## src/ibcf_defines.vh

```
// Constants for the bus condition and flag block
`ifndef IBCF_DEFINES_VH
`define IBCF_DEFINES_VH

`define IBCF_ADDR_W          20
`define IBCF_FLAG_ADDR       20'hFFF52
`define IBCF_FLAG_RST        8'h00
`define IBCF_RDATA_UNMAPPED  8'h00

`define IBCF_BIT_FAIL        7
`define IBCF_BIT_BUSY        6
`define IBCF_BIT_INIT_START  1
`define IBCF_BIT_RSV_DIS     0

`define IBCF_CLK_W           4
`define IBCF_ADDR_CLOCKS     4'h9
`define IBCF_CLK_SAT         4'hF

`endif

```

## src/ibcf_flags.v

```verilog
// Start/stop detection, bus-busy and flag register of the I2C bus interface
`timescale 1ns/100ps
`include "ibcf_defines.vh"

module ibcf_flags
(
   input  wire                     clk_in,
   input  wire                     sys_rst_in,
   input  wire                     scl_in,
   input  wire                     sda_in,
   input  wire                     interface_enable_in,
   input  wire                     communication_exit_request_in,
   input  wire                     start_request_set_in,
   input  wire                     start_done_in,
   input  wire [`IBCF_ADDR_W-1:0]  reg_addr_in,
   input  wire [7:0]               reg_wdata_in,
   input  wire                     reg_wr_in,
   input  wire                     reg_rd_in,
   output reg  [7:0]               reg_rdata_out,
   output wire                     start_detected_flag_out,
   output wire                     stop_detected_flag_out,
   output wire                     start_request_out,
   output wire                     start_allowed_out,
   output wire [7:0]               flag_register_out
);

   // Pin synchronisers, three stages each
   reg        scl_s1_r;
   reg        scl_s2_r;
   reg        scl_s3_r;
   reg        sda_s1_r;
   reg        sda_s2_r;
   reg        sda_s3_r;
   reg        scl_lvl_r;
   reg        sda_lvl_r;
   reg        scl_lvl_nxt;
   reg        sda_lvl_nxt;

   // Flag state
   reg        start_detected_flag_r;
   reg        start_detected_flag_nxt;
   reg        stop_detected_flag_r;
   reg        stop_detected_flag_nxt;
   reg        start_failure_flag_r;
   reg        start_failure_flag_nxt;
   reg        bus_busy_flag_r;
   reg        bus_busy_flag_nxt;
   reg        initial_start_enable_r;
   reg        initial_start_enable_nxt;
   reg        reservation_disable_r;
   reg        reservation_disable_nxt;
   reg        start_request_r;
   reg        start_request_nxt;
   reg        enable_d_r;
   reg        in_frame_r;
   reg        in_frame_nxt;
   reg [`IBCF_CLK_W-1:0] clk_cnt_r;
   reg [`IBCF_CLK_W-1:0] clk_cnt_nxt;

   wire       flag_hit;
   wire       flag_wr;
   wire       start_cond;
   wire       stop_cond;
   wire       scl_rise;
   wire       enable_rise;
   wire       enable_fall;
   wire       start_fail;
   wire [7:0] flag_rst_val;

   assign flag_rst_val = `IBCF_FLAG_RST;

   // Levels only move once the last two stages agree, so a one-sample glitch never counts
   always @*
   begin
      scl_lvl_nxt = scl_lvl_r;
      sda_lvl_nxt = sda_lvl_r;
      if (scl_s2_r == scl_s3_r)
      begin
         scl_lvl_nxt = scl_s3_r;
      end
      if (sda_s2_r == sda_s3_r)
      begin
         sda_lvl_nxt = sda_s3_r;
      end
   end

   always @(posedge clk_in)
   begin
      if (sys_rst_in)
      begin
         scl_s1_r  <= 1'b1;
         scl_s2_r  <= 1'b1;
         scl_s3_r  <= 1'b1;
         sda_s1_r  <= 1'b1;
         sda_s2_r  <= 1'b1;
         sda_s3_r  <= 1'b1;
         scl_lvl_r <= 1'b1;
         sda_lvl_r <= 1'b1;
      end
      else
      begin
         scl_s1_r  <= scl_in;
         scl_s2_r  <= scl_s1_r;
         scl_s3_r  <= scl_s2_r;
         sda_s1_r  <= sda_in;
         sda_s2_r  <= sda_s1_r;
         sda_s3_r  <= sda_s2_r;
         scl_lvl_r <= scl_lvl_nxt;
         sda_lvl_r <= sda_lvl_nxt;
      end
   end

   // Conditions are seen only while the interface is enabled
   assign start_cond  = interface_enable_in & scl_lvl_r & scl_lvl_nxt & sda_lvl_r & ~sda_lvl_nxt;
   assign stop_cond   = interface_enable_in & scl_lvl_r & scl_lvl_nxt & ~sda_lvl_r & sda_lvl_nxt;
   assign scl_rise    = interface_enable_in & ~scl_lvl_r & scl_lvl_nxt;
   assign enable_rise = interface_enable_in & ~enable_d_r;
   assign enable_fall = ~interface_enable_in & enable_d_r;

   // Busy already encodes the stop-first policy after enabling
   // start gating
   assign start_allowed_out = interface_enable_in & ~bus_busy_flag_r;

   assign start_fail = start_request_r & reservation_disable_r & ~start_allowed_out;

   assign flag_hit = (reg_addr_in == `IBCF_FLAG_ADDR);
   assign flag_wr  = reg_wr_in & flag_hit;

   // Clock counter within the frame: 0 before the first address clock
   always @*
   begin
      clk_cnt_nxt  = clk_cnt_r;
      in_frame_nxt = in_frame_r;
      if (start_cond)
      begin
         clk_cnt_nxt  = {`IBCF_CLK_W{1'b0}};
         in_frame_nxt = 1'b1;
      end
      else if (stop_cond | ~interface_enable_in | communication_exit_request_in)
      begin
         clk_cnt_nxt  = {`IBCF_CLK_W{1'b0}};
         in_frame_nxt = 1'b0;
      end
      else if (scl_rise & in_frame_r & (clk_cnt_r != `IBCF_CLK_SAT))
      begin
         clk_cnt_nxt = clk_cnt_r + 4'h1;
      end
   end

   always @*
   begin
      start_detected_flag_nxt = start_detected_flag_r;
      if (enable_fall | stop_cond | communication_exit_request_in)
      begin
         start_detected_flag_nxt = 1'b0;
      end
      else if (scl_rise & in_frame_r & (clk_cnt_r == `IBCF_ADDR_CLOCKS))
      begin
         start_detected_flag_nxt = 1'b0;
      end
      if (start_cond)
      begin
         start_detected_flag_nxt = 1'b1;
      end
   end

   always @*
   begin
      stop_detected_flag_nxt = stop_detected_flag_r;
      if (enable_fall)
      begin
         stop_detected_flag_nxt = 1'b0;
      end
      else if (scl_rise & in_frame_r & (clk_cnt_r == {`IBCF_CLK_W{1'b0}}))
      begin
         stop_detected_flag_nxt = 1'b0;
      end
      if (stop_cond)
      begin
         stop_detected_flag_nxt = 1'b1;
      end
   end

   always @*
   begin
      bus_busy_flag_nxt = bus_busy_flag_r;
      if (~interface_enable_in | stop_cond)
      begin
         bus_busy_flag_nxt = 1'b0;
      end
      else if (start_cond | (enable_rise & ~initial_start_enable_r))
      begin
         bus_busy_flag_nxt = 1'b1;
      end
   end

   always @*
   begin
      start_request_nxt      = start_request_r;
      start_failure_flag_nxt = start_failure_flag_r;
      if (start_request_set_in)
      begin
         start_request_nxt      = 1'b1;
         start_failure_flag_nxt = 1'b0;
      end
      else if (start_done_in | ~interface_enable_in)
      begin
         start_request_nxt = 1'b0;
      end
      if (~interface_enable_in)
      begin
         start_failure_flag_nxt = 1'b0;
         start_request_nxt      = 1'b0;
      end
      else if (start_fail & ~start_request_set_in)
      begin
         start_request_nxt      = 1'b0;
         start_failure_flag_nxt = 1'b1;
      end
   end

   // Config writes are dropped while enabled rather than corrupt a transfer; a start condition still clears initial start enable
   always @*
   begin
      initial_start_enable_nxt = initial_start_enable_r;
      reservation_disable_nxt  = reservation_disable_r;
      if (flag_wr & ~interface_enable_in)
      begin
         reservation_disable_nxt  = reg_wdata_in[`IBCF_BIT_RSV_DIS];
         initial_start_enable_nxt = reg_wdata_in[`IBCF_BIT_INIT_START];
      end
      else if (start_cond)
      begin
         initial_start_enable_nxt = 1'b0;
      end
   end

   always @(posedge clk_in)
   begin
      if (sys_rst_in)
      begin
         start_failure_flag_r   <= flag_rst_val[`IBCF_BIT_FAIL];
         bus_busy_flag_r        <= flag_rst_val[`IBCF_BIT_BUSY];
         initial_start_enable_r <= flag_rst_val[`IBCF_BIT_INIT_START];
         reservation_disable_r  <= flag_rst_val[`IBCF_BIT_RSV_DIS];
         start_detected_flag_r  <= 1'b0;
         stop_detected_flag_r   <= 1'b0;
         start_request_r        <= 1'b0;
         enable_d_r             <= 1'b0;
         in_frame_r             <= 1'b0;
         clk_cnt_r              <= {`IBCF_CLK_W{1'b0}};
         reg_rdata_out          <= 8'h00;
      end
      else
      begin
         start_failure_flag_r   <= start_failure_flag_nxt;
         bus_busy_flag_r        <= bus_busy_flag_nxt;
         initial_start_enable_r <= initial_start_enable_nxt;
         reservation_disable_r  <= reservation_disable_nxt;
         start_detected_flag_r  <= start_detected_flag_nxt;
         stop_detected_flag_r   <= stop_detected_flag_nxt;
         start_request_r        <= start_request_nxt;
         enable_d_r             <= interface_enable_in;
         in_frame_r             <= in_frame_nxt;
         clk_cnt_r              <= clk_cnt_nxt;
         if (reg_rd_in)
         begin
            reg_rdata_out <= flag_hit ? flag_register_out : `IBCF_RDATA_UNMAPPED;
         end
      end
   end

   assign flag_register_out = {start_failure_flag_r, bus_busy_flag_r, 4'h0,
                               initial_start_enable_r, reservation_disable_r};

   assign start_detected_flag_out = start_detected_flag_r;
   assign stop_detected_flag_out  = stop_detected_flag_r;
   assign start_request_out       = start_request_r;

endmodule // ibcf_flags

```

## config.mk

```make
export PLATFORM = sky130hd
export DESIGN_NAME = ibcf_flags
export DESIGN_NICKNAME = d
export VERILOG_FILES = /design/src/ibcf_flags.v
export VERILOG_INCLUDE_DIRS = /design/src /design/src/src
export SDC_FILE = /design/constraint.sdc
export NUM_CORES = 1
export LEC_CHECK = 0
export BUFFER_PORTS_ARGS = -buffer_cell sky130_fd_sc_hd__buf_2
export CORE_ASPECT_RATIO = 0.75
export CORE_MARGIN = 1
export CORE_UTILIZATION = 41
export DETAILED_ROUTE_END_ITERATION = 16
export PLACE_DENSITY = 0.71
export SETUP_SLACK_MARGIN = 0.15
export SKIP_LAST_GASP = 1
export SLEW_MARGIN = 20
export SYNTH_ARGS = -nofsm -noshare
export SYNTH_HDL_FRONTEND = slang
export SYNTH_SLANG_ARGS = --single-unit
```

## constraint.sdc

```tcl
create_clock -name clk_in -period 1.3 [get_ports clk_in]
set_input_delay 0.26 -clock clk_in [delete_from_list [all_inputs] [get_ports clk_in]]
set_output_delay 0.26 -clock clk_in [all_outputs]
set_load 0.01 [all_outputs]
```

* After elaboration in Yosys (flattened, before gate mapping) *
Index checks and enable logic that the tools add are counted.

storage, ports and cells
  flip-flop bits (word level) = 29
  output and inout bits = 20
  logic and storage cells = 89

operators by class
  add/sub/neg operators = 1
  equality and inequality tests = 5
  multiplexer cells = 17
  bitwise logic cells = 36
  reductions and logical operators = 11

operators with widths
  cell                    count
  $and A1 B1 Y1           21
  $eq A20 B20 Y1 const B  1
  $mux W1                 16
  $not A1 Y1              9
  $mux W8                 1
  $reduce_bool A2 Y1      4
  $or A1 B1 Y1            6
  $reduce_bool A3 Y1      2
  $reduce_or A3 Y1        2
  $add A4 B1 Y4 const B   1
  $eq A4 B4 Y1 const B    1
  $logic_not A4 Y1        1
  $ne A4 B4 Y1 const B    1
  $reduce_or A2 Y1        2
  $eq A1 B1 Y1            2

* Logic depth before layout (Yosys ltp) *
  depth after elaboration = 9
  mapped depth = 5
  depth with buffers taken out = 5

* Least setup slack after synthesis *
No wires, ideal clock.

  kind = flip-flop to flip-flop
  start point = register scl_s3_r
  end point = register initial_start_enable_r
  library setup time = 0.120 ns
  arrival time = 1.119 ns
  data required time = 1.180 ns
  path slack = 0.061 ns
  stages on the path, launching flop included = 5
  period minus slack after synthesis = 1.239 ns
  cells stage by stage = dfxtp_1 > o211ai_1 > or4b_4 > nand3b_1 > mux2i_1

between the ends
  cells in the longest elaborated chain, start to end = 6

ends and longest elaborated chain
  item                            line              RTL
  start: declaration              ibcf_flags.v:30   reg scl_s3_r;
  start signal: assignment        ibcf_flags.v:104  scl_s3_r <= scl_s2_r;
  $eq A1 B1 Y1                    ibcf_flags.v:77   if (scl_s2_r == scl_s3_r)
  $mux W1 *                       ibcf_flags.v:77
  $and A1 B1 Y1 * (3 in series)   ibcf_flags.v:114  assign start_cond = interface_enable_in & scl_lvl_r & scl_lvl_nxt & sda_lvl_r & ~sda_lvl_nxt;
  $reduce_bool A2 Y1 (no line) *  n/a
  end signal: assignment          ibcf_flags.v:244  initial_start_enable_r <= flag_rst_val[`IBCF_BIT_INIT_START];
  end signal: assignment          ibcf_flags.v:258  initial_start_enable_r <= initial_start_enable_nxt;
  end: declaration                ibcf_flags.v:48   reg initial_start_enable_r;

Mark *: on every way between the ends. The rest lies on a longest branch, timed or not.
A chain may end at the register's enable or synchronous reset.

* Worst setup path in the final report *
Same ends and word-level chain as after synthesis.

==> results.md <==
- Status: finished with violations
- Violated checks: setup timing
- First-pass GRT wire length: 4.06 mm
- Total track usage: 16.2%
- PortBufs: 43
- Vias per inst: 4.94
- Leading cell types in the layout, fill and taps excluded: buf_2 (43), dfxtp_1 (18), nand2b_1 (11), a21oi_1 (10), nor2_1 (9)
- IO Pins: 58
- RePlAce Congestion: 0.667
- Synth Register Bits: 25
- CTS clock-pin slew for the worst setup and hold paths: 0.08 ns
- Drt drc: 0
- TritonCTS clock tree: done
- Final setup violation count: 1
- Fin. Hold Viols: 0
- N_diodes: 0
- Largest net degree at the start of global routing: 21
- # nets final: 219
- Area grow syn2layout: 28.3%
- Row cnt: 16
- Crit end category: register
- Cell area after layout: 1580 sq um
- Prevailing post-synth register cell: dfxtp_1
- Synth cell types: 37
- Final Slew Violations: 0
- Critical Path Fanout Max: 4
- Initial Util: 45.2%
- Mapped Area: 1230 sq um
- Hold_buf cts: 0
- Synth Area in XOR/XNOR: 0.711%
- Arrival time worst endpoint: 1.47 ns
- DRT Wirelength: 2.47 mm
- H-tree Lvls: 1
- Total core area: 2720 sq um
- Worst Slack Setup Final: -0.00757 ns
- Tmin final: 1.31 ns
- Static Leak: 0.742 nW
- Die height: 49.5 microns
- Commonest non-fill, non-tap cell in the layout: buf_2
- DRT iter0 DRCs: 28
- Post-synthesis mux area share: 2.44%
- Final HPWL DP: 1.97 mm
- Routed vias: 1053
- Crit start category: register
- Compound-gate portion of the synthesized area: 10.5%
- Post-Route Skew: 0.00461 ns
- Routed Antenna Nets: 0
- Post-synth ARST share: 0%
- Main combinational cell family by area after synthesis: simple AND/OR/NAND/NOR gates
- Die X-Extent: 65.3 microns
- Avg Cell Area, Syn: 9.47 sq um
- Layout cell share with drive strength beyond 1: 45.8%
- Root buffer cell: clkbuf_8
- Simple-gate share of the synthesized area: 32.9%
- Drt first pass iters: 4
- RSZ-0062 raised after global routing: true
- Peak VDD IR: 0.000792 V
- Total CTS buffers: 3
- Power density cells: 869 nW/um^2
- Hold Path Class: in -> reg
- Register area share after synthesis: 40.7%
- Vias in the first global route: 1009
- Clock insertion delay at the later pin of the skew report: 0.26 ns
- DP Area: 1460 sq um
- WL/cell: 11.6 microns
- Max_cap viols: 0
- Clk buf depth: 2
- Number of clock sinks: 25
- Cells after DPL: 207
- Die Area: 3230 sq um
- Ys Warns: 0
- Initial antenna violation count: 0
- Grt total ovfl: 0
- Final period util: 101%
- Adder-cell share of the synthesized area: 3.05%
- Final cell count without fillers: 213
- Cells after Synth: 130
- Critical path required time: 1.46 ns
- Biggest regs: clk_cnt_r x4, reg_rdata_out x4
- Post-synth EDFFs: 0
- Crit path kind: reg -> reg
- Max Clock Freq: 765 MHz
==> per-layer routing <==
| metal | vias to the layer above | share of wire [%] | wire length, microns | global-route usage (%) |
|---|---|---|---|---|
| met4 | 0 | 0.53 | 13 | 3.26 |
| met5 | - | 0 | 0 | 0 |
| met3 | 2 | 6.3 | 156 | 4.86 |
| li1 | 530 | - | - | - |
| met2 | 36 | 51 | 1260 | 32.5 |
| met1 | 485 | 42 | 1040 | 16.0 |
==> worst paths after layout <==
kind | slack, ns | depth (start not counted) | from | endpoint
worst max-delay path | -0.008 | 4 | scl_s3_r$_SDFF_PP1_ | initial_start_enable_r$_SDFFE_PP0P_
worst min-delay path | 0.17 | 2 | start_request_set_in | start_failure_flag_r$_SDFFE_PP0P_
worst max register to register | -0.008 | 4 | scl_s3_r$_SDFF_PP1_ | initial_start_enable_r$_SDFFE_PP0P_
worst min register to register | 0.42 | 1 | sda_s1_r$_SDFF_PP1_ | sda_s2_r$_SDFF_PP1_
==> metrics by stage <==
step | hold WS [ns] | setup TNS, ns | setup WS, ns | utilization, % | total power [mW]
global route | 0.154 | -0.119 | -0.0866 | 58.0 | 1.44
detailed placement | 0.396 | -0.102 | -0.0385 | 53.6 | 0.942
finish | 0.169 | -0.00757 | -0.00757 | 58.0 | 1.37
global placement | 0.394 | -0.00229 | -0.00229 | 53.6 | 0.937
CTS | 0.160 | -0.00484 | -0.00484 | 56.4 | 1.40
floorplan | 0.339 | 0 | 0.0863 | - | 0.883
==> cells in the mapped netlist (2+ instances only) <==
cell type,number,area (sq um)
nor2_1,9,33.8
mux2i_1,3,30.0
o21ai_0,2,10.0
o21bai_1,2,15.0
clkbuf_1,2,7.51
nand2_1,3,11.3
nand2b_1,11,68.8
buf_4,12,90.1
inv_1,5,18.8
nand3_1,4,20.0
or2_2,6,37.5
nand4b_4,2,47.6
dfxtp_1,25,500
nand4_1,6,37.5
a21oi_1,10,50.1
ha_1,3,37.5
a31oi_1,2,12.5
nor3_1,4,20.0
==> power by group <==
| group | leakage, nW | internal [mW] | switching [mW] |
|---|---|---|---|
| clock network | 0.0228 | 0.219 | 0.226 |
| logic | 0.515 | 0.0755 | 0.0688 |
| registers | 0.204 | 0.776 | 0.00727 |
| total | 0.742 | 1.07 | 0.302 |
==> critical path, stage by stage, from the launching register on <==
cell,delay [ns]
dfxtp_2,0.35
o211ai_1,0.14
or4b_4,0.54
nand3b_1,0.11
mux2i_1,0.07
==> kinds of logic after synthesis <==
family,count (synthesis)
AND/OR/NAND/NOR,57
XOR/XNOR,1
adder cells (fa/ha/maj),3
AO/OA/AOI/OAI,21
flip-flops,25
buffers and inverters,19
other,1
multiplexers,3
==> area by class of cell <==
type                       instances  area [sq um]
clock buffer                       4          45.0
multi-input combinational         93           691
inverter                           5          18.8
fill                             255          1140
timing repair buffer              50           268
tap                               36          45.0
sequential                        25           512
==> what timing repair did <==
action	in CTS	in global routing
endpoints found under the setup margin	9	12
buffers inserted	1	1
pin swaps	3	3
gates resized for setup	7	8
Note: power is estimated with default switching activity, not from simulation.
